`src/pkg/blsl_defines.svh`:
```
`ifndef BLSL_DEFINES_SVH
`define BLSL_DEFINES_SVH
`define BLSL_CLK_NS 5
`define BLSL_TICK_US 1000
`define BLSL_TICK_CYC ((`BLSL_TICK_US * 1000) / `BLSL_CLK_NS)
`define BLSL_DRL_QUAL_S 2
`define BLSL_FADE_S 2
`define BLSL_DOOR_MIN 10
`define BLSL_UNLOCK_MIN 1
`define BLSL_CLOSE_S 15
`define BLSL_DRL_TICKS (20'(`BLSL_DRL_QUAL_S * 1000 + 1))
`define BLSL_FADE_TICKS (20'(`BLSL_FADE_S * 1000))
`define BLSL_DOOR_TICKS (20'(`BLSL_DOOR_MIN * 60000))
`define BLSL_UNLOCK_TICKS (20'(`BLSL_UNLOCK_MIN * 60000))
`define BLSL_CLOSE_TICKS (20'(`BLSL_CLOSE_S * 1000))
`define BLSL_ODO_MAX 21'h188D27
`define BLSL_ODO_TOL 21'h00000A
`define BLSL_SAME_LAST 4'hE
`define BLSL_REG_CTRL 8'h00
`define BLSL_REG_STATUS 8'h04
`define BLSL_REG_ODO 8'h08
`define BLSL_CTRL_RESET 32'h00000000
`define BLSL_CTRL_DRL 1:0
`define BLSL_CTRL_FFOG 3:2
`define BLSL_CTRL_WARN 4
`define BLSL_CTRL_AUTO 5
`define BLSL_CTRL_TRANSIT 6
`define BLSL_ODO_RESET 21'h000000
`endif

```
`src/pkg/blsl_pkg.sv`:
```
package blsl_pkg;
  typedef enum logic [1:0] {
    BLSL_IGN_OFF = 2'b00,
    BLSL_IGN_AUX = 2'b01,
    BLSL_IGN_RUN = 2'b10,
    BLSL_IGN_CRANK = 2'b11
  } blsl_ign_t;
  typedef enum logic [2:0] {
    BLSL_GEAR_P = 3'b000,
    BLSL_GEAR_R = 3'b001,
    BLSL_GEAR_N = 3'b010,
    BLSL_GEAR_D = 3'b011
  } blsl_gear_t;
  typedef enum logic [1:0] {
    BLSL_DRL_NONE = 2'b00,
    BLSL_DRL_NO_MAIN = 2'b01,
    BLSL_DRL_NO_BEAM_PARK = 2'b10
  } blsl_drl_t;
  typedef enum logic [1:0] {
    BLSL_FOG_NONE = 2'b00,
    BLSL_FOG_MAIN_IGNORED = 2'b01,
    BLSL_FOG_OFF_MAIN = 2'b10
  } blsl_fog_t;
  typedef enum logic [1:0] {
    BLSL_WR_IDLE = 2'b00,
    BLSL_WR_RESP = 2'b01
  } blsl_wr_t;
endpackage

```
`src/verilog/blsl_tmr.sv`:
```
`timescale 1ns/1ps
module blsl_tmr (
  // Clocking
  input wire logic aclk,
  input wire logic aresetn,
  input wire logic ce,
  input wire logic tick,
  // Control
  input wire logic start,
  input wire logic cancel,
  input wire logic [19:0] load,
  // State
  output logic busy,
  output logic done,
  output logic [19:0] remain
);
  assign busy = remain != 20'h00000;

  always_ff @(posedge aclk)
  begin
    if (!aresetn)
    begin
      remain <= 20'h00000;
      done <= 1'b0;
    end
    else if (ce)
    begin
      done <= 1'b0;
      if (cancel)
        remain <= 20'h00000;
      else if (start)
        remain <= load;
      else if (tick && busy)
      begin
        remain <= remain - 20'h00001;
        done <= remain == 20'h00001;
      end
    end
  end
endmodule

```
`src/verilog/blsl_top.sv`:
```
// What this block does
// - Daylight lamps: absent, on with main off, or on with beams off and not Park.
// - Daylight relay needs engine running held at least two seconds.
// - Front fog only with lights on; drops with lights or ignition, needs new press.
// - Front fog switching off also switches rear fog off, except on link failure or with front fog absent.
// - Crank saves and blanks front fog, ignores presses, restores after, ignition off clears.
// - Front fog mode: absent, main ignored, or suspended during main beam.
// - Link failure switches an active front fog relay off.
// - Rear fog only with lights on; drops with lights or ignition, needs new press.
// - Crank saves and blanks rear fog, ignores presses, restores after, ignition off clears.
// - Link failure leaves rear fog on until ignition or lights go off.
// - Courtesy lamps start full and fade out over two seconds after the hold.
// - An opening door holds courtesy lamps up to ten minutes.
// - Unlock with doors shut outside crank, or ignition to off, holds one minute.
// - Last door closing outside crank holds courtesy lamps fifteen seconds.
// - Crank or a lock command cancels the courtesy hold.
// - Transit mode makes every courtesy hold fifteen seconds.
// - Odometer check only with ignition on; readings clamp to the maximum.
// - Sixteen identical readings compare; stored value catches up when up to 10 behind.
// - Warning option flags a reading 10 or more away from the stored value.
// - Starter enabled in crank only when immobiliser released and engine not running.
// - Link failure forces engine running false.
// - Cruise inhibit on with ignition and brake, or automatic in N, P or R.
//
// The register offsets and register access over AXI4-Lite are this design's own decisions.
`timescale 1ns/1ps
`include "blsl_defines.svh"
module blsl_top #(
  parameter int TICK_CYCLES = `BLSL_TICK_CYC
) (
  // Clocking
  input wire logic aclk,
  input wire logic aresetn,
  input wire logic ce,
  // AXI4-Lite slave
  input wire logic [7:0] s_axi_awaddr,
  input wire logic s_axi_awvalid,
  output logic s_axi_awready,
  input wire logic [31:0] s_axi_wdata,
  input wire logic [3:0] s_axi_wstrb,
  input wire logic s_axi_wvalid,
  output logic s_axi_wready,
  output logic [1:0] s_axi_bresp,
  output logic s_axi_bvalid,
  input wire logic s_axi_bready,
  input wire logic [7:0] s_axi_araddr,
  input wire logic s_axi_arvalid,
  output logic s_axi_arready,
  output logic [31:0] s_axi_rdata,
  output logic [1:0] s_axi_rresp,
  output logic s_axi_rvalid,
  input wire logic s_axi_rready,
  // Vehicle inputs
  input wire logic [1:0] ign_pos,
  input wire logic side_on,
  input wire logic dip_on,
  input wire logic main_on,
  input wire logic ff_btn,
  input wire logic rf_btn,
  input wire logic eng_run,
  input wire logic link_fail,
  input wire logic immob_ok,
  input wire logic brake,
  input wire logic [2:0] gear,
  input wire logic [3:0] doors,
  input wire logic remote_unlock,
  input wire logic drv_unlock,
  input wire logic lock_cmd,
  input wire logic [20:0] odo_rx,
  input wire logic odo_rx_valid,
  // Relay and link outputs
  output logic drl_rly,
  output logic ff_rly,
  output logic rf_rly,
  output logic courtesy_lamp,
  output logic starter_rly,
  output logic nrpb_out,
  output logic odo_flash
);
  function automatic logic [31:0] merge(input logic [31:0] old, input logic [31:0] nw,
                                        input logic [3:0] strb);
    merge = old;
    for (int i = 0; i < 4; i++)
      if (strb[i])
        merge[i*8 +: 8] = nw[i*8 +: 8];
  endfunction

  function automatic logic [20:0] absdiff(input logic [20:0] a, input logic [20:0] b);
    absdiff = (a >= b) ? a - b : b - a;
  endfunction

  // Register bus
  logic [31:0] ctrl;
  logic [20:0] odo_store;
  logic aw_held;
  logic w_held;
  logic [7:0] aw_addr;
  logic [31:0] w_data;
  logic [3:0] w_strb;
  blsl_pkg::blsl_wr_t wr_state;
  logic [31:0] status;
  logic [31:0] rd_word;
  logic rd_hit;
  logic wr_go;
  logic wr_hit;
  logic [31:0] next_ctrl;
  logic [20:0] next_odo_sw;
  logic [31:0] odo_sw_word;

  assign s_axi_awready = !aw_held && wr_state == blsl_pkg::BLSL_WR_IDLE;
  assign s_axi_wready = !w_held && wr_state == blsl_pkg::BLSL_WR_IDLE;
  assign s_axi_arready = !s_axi_rvalid;
  assign s_axi_bvalid = wr_state == blsl_pkg::BLSL_WR_RESP;
  assign wr_go = aw_held && w_held && wr_state == blsl_pkg::BLSL_WR_IDLE;
  assign wr_hit = aw_addr == `BLSL_REG_CTRL || aw_addr == `BLSL_REG_ODO;
  assign next_ctrl = merge(ctrl, w_data, w_strb);
  assign odo_sw_word = merge({11'h000, odo_store}, w_data, w_strb);
  assign next_odo_sw = odo_sw_word[20:0];
  assign rd_hit = s_axi_araddr == `BLSL_REG_CTRL || s_axi_araddr == `BLSL_REG_STATUS
    || s_axi_araddr == `BLSL_REG_ODO;
  assign rd_word = s_axi_araddr == `BLSL_REG_CTRL ? ctrl
    : s_axi_araddr == `BLSL_REG_STATUS ? status
    : s_axi_araddr == `BLSL_REG_ODO ? {11'h000, odo_store} : 32'h00000000;

  always_ff @(posedge aclk)
  begin
    if (!aresetn)
    begin
      aw_held <= 1'b0;
      w_held <= 1'b0;
      aw_addr <= 8'h00;
      w_data <= 32'h00000000;
      w_strb <= 4'h0;
      wr_state <= blsl_pkg::BLSL_WR_IDLE;
      s_axi_bresp <= 2'h0;
    end
    else if (ce)
    begin
      if (s_axi_awvalid && s_axi_awready)
      begin
        aw_held <= 1'b1;
        aw_addr <= {s_axi_awaddr[7:2], 2'b00};
      end
      if (s_axi_wvalid && s_axi_wready)
      begin
        w_held <= 1'b1;
        w_data <= s_axi_wdata;
        w_strb <= s_axi_wstrb;
      end
      case (wr_state)
        blsl_pkg::BLSL_WR_IDLE:
          if (wr_go)
          begin
            aw_held <= 1'b0;
            w_held <= 1'b0;
            s_axi_bresp <= wr_hit ? 2'h0 : 2'h2;
            wr_state <= blsl_pkg::BLSL_WR_RESP;
          end
        blsl_pkg::BLSL_WR_RESP:
          if (s_axi_bready)
            wr_state <= blsl_pkg::BLSL_WR_IDLE;
        default:
          wr_state <= blsl_pkg::BLSL_WR_IDLE;
      endcase
    end
  end

  always_ff @(posedge aclk)
  begin
    if (!aresetn)
    begin
      s_axi_rvalid <= 1'b0;
      s_axi_rdata <= 32'h00000000;
      s_axi_rresp <= 2'h0;
    end
    else if (ce)
    begin
      if (s_axi_arvalid && s_axi_arready)
      begin
        s_axi_rvalid <= 1'b1;
        s_axi_rdata <= rd_word;
        s_axi_rresp <= rd_hit ? 2'h0 : 2'h2;
      end
      else if (s_axi_rready)
        s_axi_rvalid <= 1'b0;
    end
  end

  // Decoded inputs and configuration
  logic [17:0] tick_cnt;
  logic tick;
  logic crank;
  logic ign_on;
  logic lights;
  logic eng_eff;
  logic auto_gbox;
  logic transit;
  logic [1:0] drl_mode;
  logic [1:0] ff_mode;
  assign tick = tick_cnt == 18'(TICK_CYCLES - 1);
  assign crank = ign_pos == blsl_pkg::BLSL_IGN_CRANK;
  assign ign_on = ign_pos[1];
  assign lights = side_on || dip_on || main_on;
  assign eng_eff = eng_run && !link_fail;
  assign drl_mode = ctrl[`BLSL_CTRL_DRL];
  assign ff_mode = ctrl[`BLSL_CTRL_FFOG];
  assign auto_gbox = ctrl[`BLSL_CTRL_AUTO];
  assign transit = ctrl[`BLSL_CTRL_TRANSIT];

  // Edge memories
  logic eng_prev;
  logic ff_btn_prev;
  logic rf_btn_prev;
  logic [1:0] ign_prev;
  logic [3:0] doors_prev;
  logic hold_prev;
  logic ff_prev;
  logic ff_on;
  logic hold_busy;
  always_ff @(posedge aclk)
  begin
    if (!aresetn)
    begin
      tick_cnt <= 18'h00000;
      eng_prev <= 1'b0;
      ff_btn_prev <= 1'b0;
      rf_btn_prev <= 1'b0;
      ign_prev <= 2'h0;
      doors_prev <= 4'h0;
      hold_prev <= 1'b0;
      ff_prev <= 1'b0;
    end
    else if (ce)
    begin
      tick_cnt <= tick ? 18'h00000 : tick_cnt + 18'h00001;
      eng_prev <= eng_eff;
      ff_btn_prev <= ff_btn;
      rf_btn_prev <= rf_btn;
      ign_prev <= ign_pos;
      doors_prev <= doors;
      hold_prev <= hold_busy;
      ff_prev <= ff_on;
    end
  end

  // Daylight lamps
  logic drl_done;
  logic eng_ok;
  logic drl_cond;
  blsl_tmr u_drl_tmr (
    .aclk(aclk),
    .aresetn(aresetn),
    .ce(ce),
    .tick(tick),
    .start(eng_eff && !eng_prev),
    .cancel(!eng_eff),
    .load(`BLSL_DRL_TICKS),
    .busy(),
    .done(drl_done),
    .remain()
  );
  assign drl_cond = drl_mode == blsl_pkg::BLSL_DRL_NO_MAIN ? !main_on
    : drl_mode == blsl_pkg::BLSL_DRL_NO_BEAM_PARK
      ? !main_on && !dip_on && gear != blsl_pkg::BLSL_GEAR_P : 1'b0;

  // Fog lamps: a latched state, blanked at the relay while suspended
  logic rf_on;
  logic ff_susp;
  logic ff_press;
  logic rf_press;
  logic ff_drop;
  logic rf_drop;
  assign ff_susp = crank
    || (ff_mode == blsl_pkg::BLSL_FOG_OFF_MAIN && main_on);
  assign ff_press = ff_btn && !ff_btn_prev && !ff_susp && ign_on && lights;
  assign rf_press = rf_btn && !rf_btn_prev && !crank && ign_on && lights;
  assign ff_drop = !lights || !ign_on || link_fail
    || ff_mode == blsl_pkg::BLSL_FOG_NONE;
  // A front fog lost to link failure must not take the rear fog with it
  assign rf_drop = !lights || !ign_on
    || (ff_prev && !ff_on && !link_fail && ff_mode != blsl_pkg::BLSL_FOG_NONE);
  always_ff @(posedge aclk)
  begin
    if (!aresetn)
    begin
      ff_on <= 1'b0;
      rf_on <= 1'b0;
    end
    else if (ce)
    begin
      if (ff_drop)
        ff_on <= 1'b0;
      else if (ff_press)
        ff_on <= !ff_on;
      if (rf_drop)
        rf_on <= 1'b0;
      else if (rf_press)
        rf_on <= !rf_on;
    end
  end

  // Courtesy lamps
  logic fade_busy;
  logic [19:0] fade_rem;
  logic all_shut;
  logic open_ev;
  logic close_ev;
  logic unlock_ev;
  logic ignoff_ev;
  logic hold_trig;
  logic [19:0] hold_load;
  logic [7:0] pwm_cnt;
  assign all_shut = doors == 4'h0;
  assign open_ev = |(doors & ~doors_prev);
  assign close_ev = |(~doors & doors_prev) && all_shut && !crank;
  assign unlock_ev = (remote_unlock || drv_unlock) && all_shut && !crank;
  assign ignoff_ev = ign_prev[1] && ign_pos == blsl_pkg::BLSL_IGN_OFF && all_shut;
  assign hold_trig = open_ev || close_ev || unlock_ev || ignoff_ev;
  assign hold_load = transit ? `BLSL_CLOSE_TICKS
    : open_ev ? `BLSL_DOOR_TICKS
    : (unlock_ev || ignoff_ev) ? `BLSL_UNLOCK_TICKS
    : `BLSL_CLOSE_TICKS;
  blsl_tmr u_hold_tmr (
    .aclk(aclk),
    .aresetn(aresetn),
    .ce(ce),
    .tick(tick),
    .start(hold_trig),
    .cancel(crank || lock_cmd),
    .load(hold_load),
    .busy(hold_busy),
    .done(),
    .remain()
  );
  blsl_tmr u_fade_tmr (
    .aclk(aclk),
    .aresetn(aresetn),
    .ce(ce),
    .tick(tick),
    .start(hold_prev && !hold_busy),
    .cancel(hold_busy),
    .load(`BLSL_FADE_TICKS),
    .busy(fade_busy),
    .done(),
    .remain(fade_rem)
  );

  // Odometer plausibility
  logic [20:0] odo_clamp;
  logic [20:0] odo_last;
  logic [3:0] same_cnt;
  logic odo_take;
  logic odo_same;
  logic odo_cmp;
  logic [20:0] odo_gap;
  assign odo_clamp = odo_rx > `BLSL_ODO_MAX ? `BLSL_ODO_MAX : odo_rx;
  assign odo_take = odo_rx_valid && ign_on && !link_fail;
  assign odo_same = odo_clamp == odo_last;
  assign odo_cmp = odo_take && odo_same && same_cnt >= `BLSL_SAME_LAST;
  assign odo_gap = absdiff(odo_clamp, odo_store);
  always_ff @(posedge aclk)
  begin
    if (!aresetn)
    begin
      odo_last <= `BLSL_ODO_RESET;
      same_cnt <= 4'h0;
      odo_store <= `BLSL_ODO_RESET;
      odo_flash <= 1'b0;
      ctrl <= `BLSL_CTRL_RESET;
    end
    else if (ce)
    begin
      if (odo_take)
      begin
        odo_last <= odo_clamp;
        same_cnt <= !odo_same ? 4'h0 : same_cnt == 4'hF ? same_cnt : same_cnt + 4'h1;
      end
      // A catch-up from the link wins over a software write in the same cycle
      if (odo_cmp && odo_store <= odo_clamp && odo_gap <= `BLSL_ODO_TOL)
        odo_store <= odo_clamp;
      else if (wr_go && aw_addr == `BLSL_REG_ODO)
        odo_store <= next_odo_sw;
      if (!ign_on)
        odo_flash <= 1'b0;
      else if (odo_cmp)
        odo_flash <= ctrl[`BLSL_CTRL_WARN] && odo_gap >= `BLSL_ODO_TOL;
      if (wr_go && aw_addr == `BLSL_REG_CTRL)
        ctrl <= next_ctrl;
    end
  end

  // Registered relay outputs
  always_ff @(posedge aclk)
  begin
    if (!aresetn)
    begin
      eng_ok <= 1'b0;
      drl_rly <= 1'b0;
      ff_rly <= 1'b0;
      rf_rly <= 1'b0;
      courtesy_lamp <= 1'b0;
      starter_rly <= 1'b0;
      nrpb_out <= 1'b0;
      pwm_cnt <= 8'h00;
    end
    else if (ce)
    begin
      eng_ok <= eng_eff && (eng_ok || drl_done);
      drl_rly <= eng_ok && drl_cond;
      ff_rly <= ff_on && !ff_susp && !ff_drop;
      rf_rly <= rf_on && !crank && !rf_drop;
      pwm_cnt <= pwm_cnt + 8'h01;
      courtesy_lamp <= hold_busy || (fade_busy && pwm_cnt < fade_rem[10:3]);
      starter_rly <= crank && immob_ok && !eng_eff;
      nrpb_out <= ign_on && (brake || (auto_gbox && (gear == blsl_pkg::BLSL_GEAR_N
        || gear == blsl_pkg::BLSL_GEAR_P || gear == blsl_pkg::BLSL_GEAR_R)));
    end
  end

  assign status = {22'h000000, odo_flash, nrpb_out, starter_rly, courtesy_lamp, rf_rly,
    ff_rly, drl_rly, eng_ok, link_fail, hold_busy};
endmodule

```
`config.mk`:
```
export PLATFORM = sky130hd
export DESIGN_NAME = blsl_top
export DESIGN_NICKNAME = d
export VERILOG_FILES = /design/src/pkg/blsl_pkg.sv /design/src/verilog/blsl_tmr.sv /design/src/verilog/blsl_top.sv
export VERILOG_INCLUDE_DIRS = /design/src /design/src/pkg
export SDC_FILE = /design/constraint.sdc
export NUM_CORES = 1
export LEC_CHECK = 0
export BUFFER_PORTS_ARGS = -buffer_cell sky130_fd_sc_hd__buf_2
export CORE_UTILIZATION = 30
export CTS_CLUSTER_SIZE = 14
export DETAILED_ROUTE_END_ITERATION = 10
export PLACE_DENSITY = 0.44
export REMOVE_ABC_BUFFERS = 1
export SKIP_CTS_REPAIR_TIMING = 1
export SLEW_MARGIN = 20
export SYNTH_ARGS = -nofsm -noshare
export SYNTH_HDL_FRONTEND = slang
export SYNTH_SLANG_ARGS = --single-unit
```
`constraint.sdc`:
```
create_clock -name aclk -period 14.1 [get_ports aclk]
set_input_delay 0 -clock aclk [delete_from_list [all_inputs] [get_ports aclk]]
set_output_delay 0 -clock aclk [all_outputs]
set_load 0.01 [all_outputs]
```
==> results.py <==
metrics = {
    "setup_path": {
        "cp_num_buf_inv": 4,
        "cp_cell_sequence": "dlygate4sd3_1 -> buf_2 -> or3_1 -> nor2_1 -> nand4_1 -> a21oi_1 -> nor2_1 -> inv_1 -> ha_1 -> a21oi_1 -> o21ai_0 -> a21o_1 -> a31o_1 -> a21oi_2 -> a31oi_1 -> or4_4 -> nor4_4 -> buf_4 -> o32ai_1 -> or3_1",
        "worstSetupPathType": "in2reg",
        "timing.critical_path.required_ns": 14.52,
        "cp_slowest_stage_delay_ns": 0.71,
        "crit_fanout": 24,
        "worstSetupStartpointType": "input pin",
        "slowest_stage_cell_on_the_critical_path": "sky130_fd_sc_hd__a21oi_1",
        "crit_arrival_ns": 6.40,
        "cp_top_family": "compound AO/OA/AOI/OAI gates",
        "timing.critical_path.to_type": "flop",
    },
    "pwr": {
        "power.static_leakage_nw": 7.16,
        "p_switching_mw": 0.541,
        "p_clk_share_pct": 45.3,
        "cell_internal_pwr_mw": 1.45,
        "power.switching_fraction_pct": 27.1,
        "power-per-cell-area_mw_per_mm2": 111,
        "ir_worst_vdd_mv": 0.0588,
        "power.share.combinational_pct": 14.6,
        "p_seq_share_pct": 40.1,
    },
    "cts": {
        "max_buffers_root_to_sink": 3,
        "cts-htree-levels": 2,
        "clk_root_buffer_cell": "sky130_fd_sc_hd__clkbuf_16",
        "clock_latency_ns": 0.53,
        "clkTransAtPathRegs_ns": 0.06,
        "cts_tree": "yes",
        "cts-buffers-inserted": 34,
        "cts.sinks": 265,
    },
    "floorplan": {
        "die_x_um": 225,
        "num_rows": 81,
        "chipHeight_um": 225,
        "fp.coreArea_mm2": 0.0490,
        "die-area_mm2": 0.0505,
        "initial_utilization_pct": 30.4,
        "io-pin-count": 151,
    },
    "grt": {
        "first_pass_grt_wire_length_um": 76600,
        "grt_pass1_vias": 13500,
        "grt_util_all_layers_pct": 19.1,
        "antenna_found_initial": 0,
        "pin_count_of_the_biggest_net_entering_global_routing": 77,
        "globalRouteOverflowTotal": 0,
    },
    "placed_design": {
        "dp.final_hpwl_um": 34900,
        "area_after_detailed_placement_mm2": 0.0162,
        "port_buffer_count": 146,
        "routabilityCongestion": 0.866,
    },
    "logic_synthesis": {
        "postSynthRegisterBits": 265,
        "synth_top_cells_by_area": "sky130_fd_sc_hd__dfxtp_1 (36%), sky130_fd_sc_hd__a21oi_1 (7.5%), sky130_fd_sc_hd__nand2_1 (6.7%)",
        "dominantRegCellSynth": "sky130_fd_sc_hd__dfxtp_1",
        "yosysSeqAreaShare_pct": 35.7,
        "synth_edf_count": 0,
        "syn_area_mm2": 0.0149,
        "yosys.area.top_type": "sky130_fd_sc_hd__dfxtp_1",
        "syn_avg_cell_area_um2": 7.52,
        "yosysUniqueCellTypes": 75,
        "ys.warnings.count": 0,
        "area_share_of_the_largest_cell_type_after_synthesis_pct": 35.7,
        "synth_cells": 1977,
        "asyncSetResetFlopFracSynth_pct": 0,
    },
    "route": {
        "ratio_of_routed_vias_to_standard_cells": 5.16,
        "drt-initial-drc-count": 890,
        "drcViolationCount": 0,
        "vias": 14500,
        "firstDrtPassIters": 9,
        "ant_nets": 0,
        "postRouteWirelength_um": 49200,
        "avgRoutedWirePerCell_um": 17.4,
    },
    "final_layout": {
        "post_route_cells_drive_above_1_share_pct": 11.6,
        "design.final.nets": 2296,
        "flow.area_growth_from_synthesis_pct": 21.0,
        "antennaDiodeCount": 0,
        "design_area_mm2": 0.0180,
        "n_fill_cell": 5247,
    },
    "sta": {
        "fin_tns_setup_ns": 0,
        "final.hold.worst_slack_ns": -0.0230,
        "final-max-slew-violation-count": 0,
        "fin_crit_sh_pct": 42.5,
        "final.setup_skew_ns": 0.0172,
        "max_freq_mhz": 167,
        "worst_pin_slew_ns": 0.923,
        "grt_setup_unrepaired": "false",
        "finalWorstPathRequiredPeriod_ns": 5.99,
        "setup_violations": 0,
        "relSlewSlack_pct": 38.4,
        "hold_viol_final": 10,
    },
    "outcome": {
        "failed_checks": "hold timing",
        "status": "finished, violations left",
    },
    "min_path": {
        "type_of_the_worst_min_delay_path": "in2reg",
    },
    "job": {
        "max_cap_viol_count": 0,
    },
}
worst register-to-register path, cell delays in order (launching register included):
cell and delay [ns]:
sky130_fd_sc_hd__dfxtp_1 0.38, sky130_fd_sc_hd__inv_1 0.10, sky130_fd_sc_hd__ha_1 0.62, sky130_fd_sc_hd__nand2_1 0.19, sky130_fd_sc_hd__nor2_1 0.34, sky130_fd_sc_hd__a21o_1 0.17
sky130_fd_sc_hd__a31o_1 0.21, sky130_fd_sc_hd__a21o_1 0.46, sky130_fd_sc_hd__mux2i_1 0.28, sky130_fd_sc_hd__xnor2_1 0.14, sky130_fd_sc_hd__or4_4 0.57, sky130_fd_sc_hd__nor4_4 0.32
sky130_fd_sc_hd__buf_4 0.31, sky130_fd_sc_hd__o32ai_1 0.14, sky130_fd_sc_hd__or3_1 0.38
metrics by stage:
step	cells	setup WS, ns	total power, mW	utilization (%)
after global routing	2820	7.68	2.09	36.8
after floorplan	1867	8.01	0.989	-
after detailed placement	2697	8.12	1.09	33.1
final	2820	8.11	1.99	36.8
after global placement	2697	7.77	1.09	33.0
after CTS	2755	8.66	2.01	35.4
layout by cell type, fill, tap and decap left out, types with 23 or more instances in the layout:
| master | synthesis | final |
|---|---|---|
| sky130_fd_sc_hd__o21ai_0 | 97 | 97 |
| sky130_fd_sc_hd__dlygate4sd3_1 | 0 | 65 |
| sky130_fd_sc_hd__dfxtp_1 | 265 | 265 |
| sky130_fd_sc_hd__ha_1 | 57 | 57 |
| sky130_fd_sc_hd__clkbuf_16 | 0 | 35 |
| sky130_fd_sc_hd__a21oi_1 | 222 | 221 |
| sky130_fd_sc_hd__nand3_1 | 101 | 100 |
| sky130_fd_sc_hd__nand4_1 | 23 | 23 |
| sky130_fd_sc_hd__xnor2_1 | 28 | 28 |
| sky130_fd_sc_hd__or3_1 | 31 | 31 |
| sky130_fd_sc_hd__a21o_1 | 25 | 25 |
| sky130_fd_sc_hd__mux2i_1 | 29 | 29 |
| sky130_fd_sc_hd__nand2_1 | 267 | 267 |
| sky130_fd_sc_hd__buf_2 | 8 | 146 |
| sky130_fd_sc_hd__xor2_1 | 33 | 33 |
| sky130_fd_sc_hd__nor2_1 | 217 | 216 |
| sky130_fd_sc_hd__inv_1 | 94 | 93 |
| sky130_fd_sc_hd__nor3_1 | 57 | 54 |
sequential cells by signal (all words and copies together) (netlist names), 6 cells and up:
signal and cells:
tick_cnt 18, odo_last 21, pwm_cnt 8, w_data 32, odo_store 21, aw_addr 6, s_axi_rdata 32, u_drl_tmr.remain 20
u_fade_tmr.remain 20, u_hold_tmr.remain 20, ctrl 32
power by group through the flow:
stage	sequential, mW	combinational (mW)	clock, mW
6_report	0.799	0.290	0.902
3_5_place_dp	0.815	0.277	0
4_1_cts	0.799	0.278	0.936
3_3_place_gp	0.814	0.275	0
2_1_floorplan	0.810	0.179	0
5_1_grt	0.803	0.323	0.962
cell type report:
cell class	count	area, um^2	share of cell area, %
Sequential cell	265	5310	29.5
Tap cell	664	831	4.62
Clock inverter	8	144	0.800
Clock buffer	50	1000	5.57
Multi-Input combinational cell	1508	8820	49.0
Inverter	94	358	1.99
Timing Repair Buffer	231	1530	8.51
routing by layer:
layer	global-route usage [%]	routed length [um]	part of all wire [%]
met2	31.8	22900	47
met4	6.23	1300	2.6
met5	0	0	0
met1	25.3	23000	47
met3	2.70	1950	4.0
final timing paths:
| path | from | endpoint | slack, ns | cells past startpoint |
|---|---|---|---|---|
| hold / removal | s_axi_awvalid | aw_held | -0.02 | 4 |
| setup / recovery | odo_rx[12] | odo_store[3] | 8.11 | 20 |
| hold reg to reg | s_axi_rdata[26] | s_axi_rdata[26] | 0.45 | 2 |
| setup reg to reg | odo_store[11] | odo_store[3] | 9.40 | 14 |
synthesized netlist by cell type (all sizes together) (11+ instances only):
cell and count:
ha 57, nand2 267, a21o 25, o32ai 16, nand4 23, xor2 33
o221a 11, nor4 18, or3 31, a31oi 19, nand3 101, a211oi 19
nor3 57, dfxtp 265, a221oi 22, a21oi 223, nor2b 22, and3 13
o21ai 101, nor2 217, clkbuf 92, inv 94, a211o 17, xnor2 28
buf 19, mux2i 29, nand2b 17
cell families (layout without fill, tap and decap cells):
group	Yosys count	after routing	share of synthesized area (%)
compound gates	533	533	22.5
flops	265	265	35.7
buf+inv	205	383	5.42
simple gates	823	823	25.7
other cells	1	2	0.0252
mux	30	30	2.03
xor+xnor	61	61	3.59
fa+ha+maj	59	59	5.06
Power figures use the tool's default switching activity.
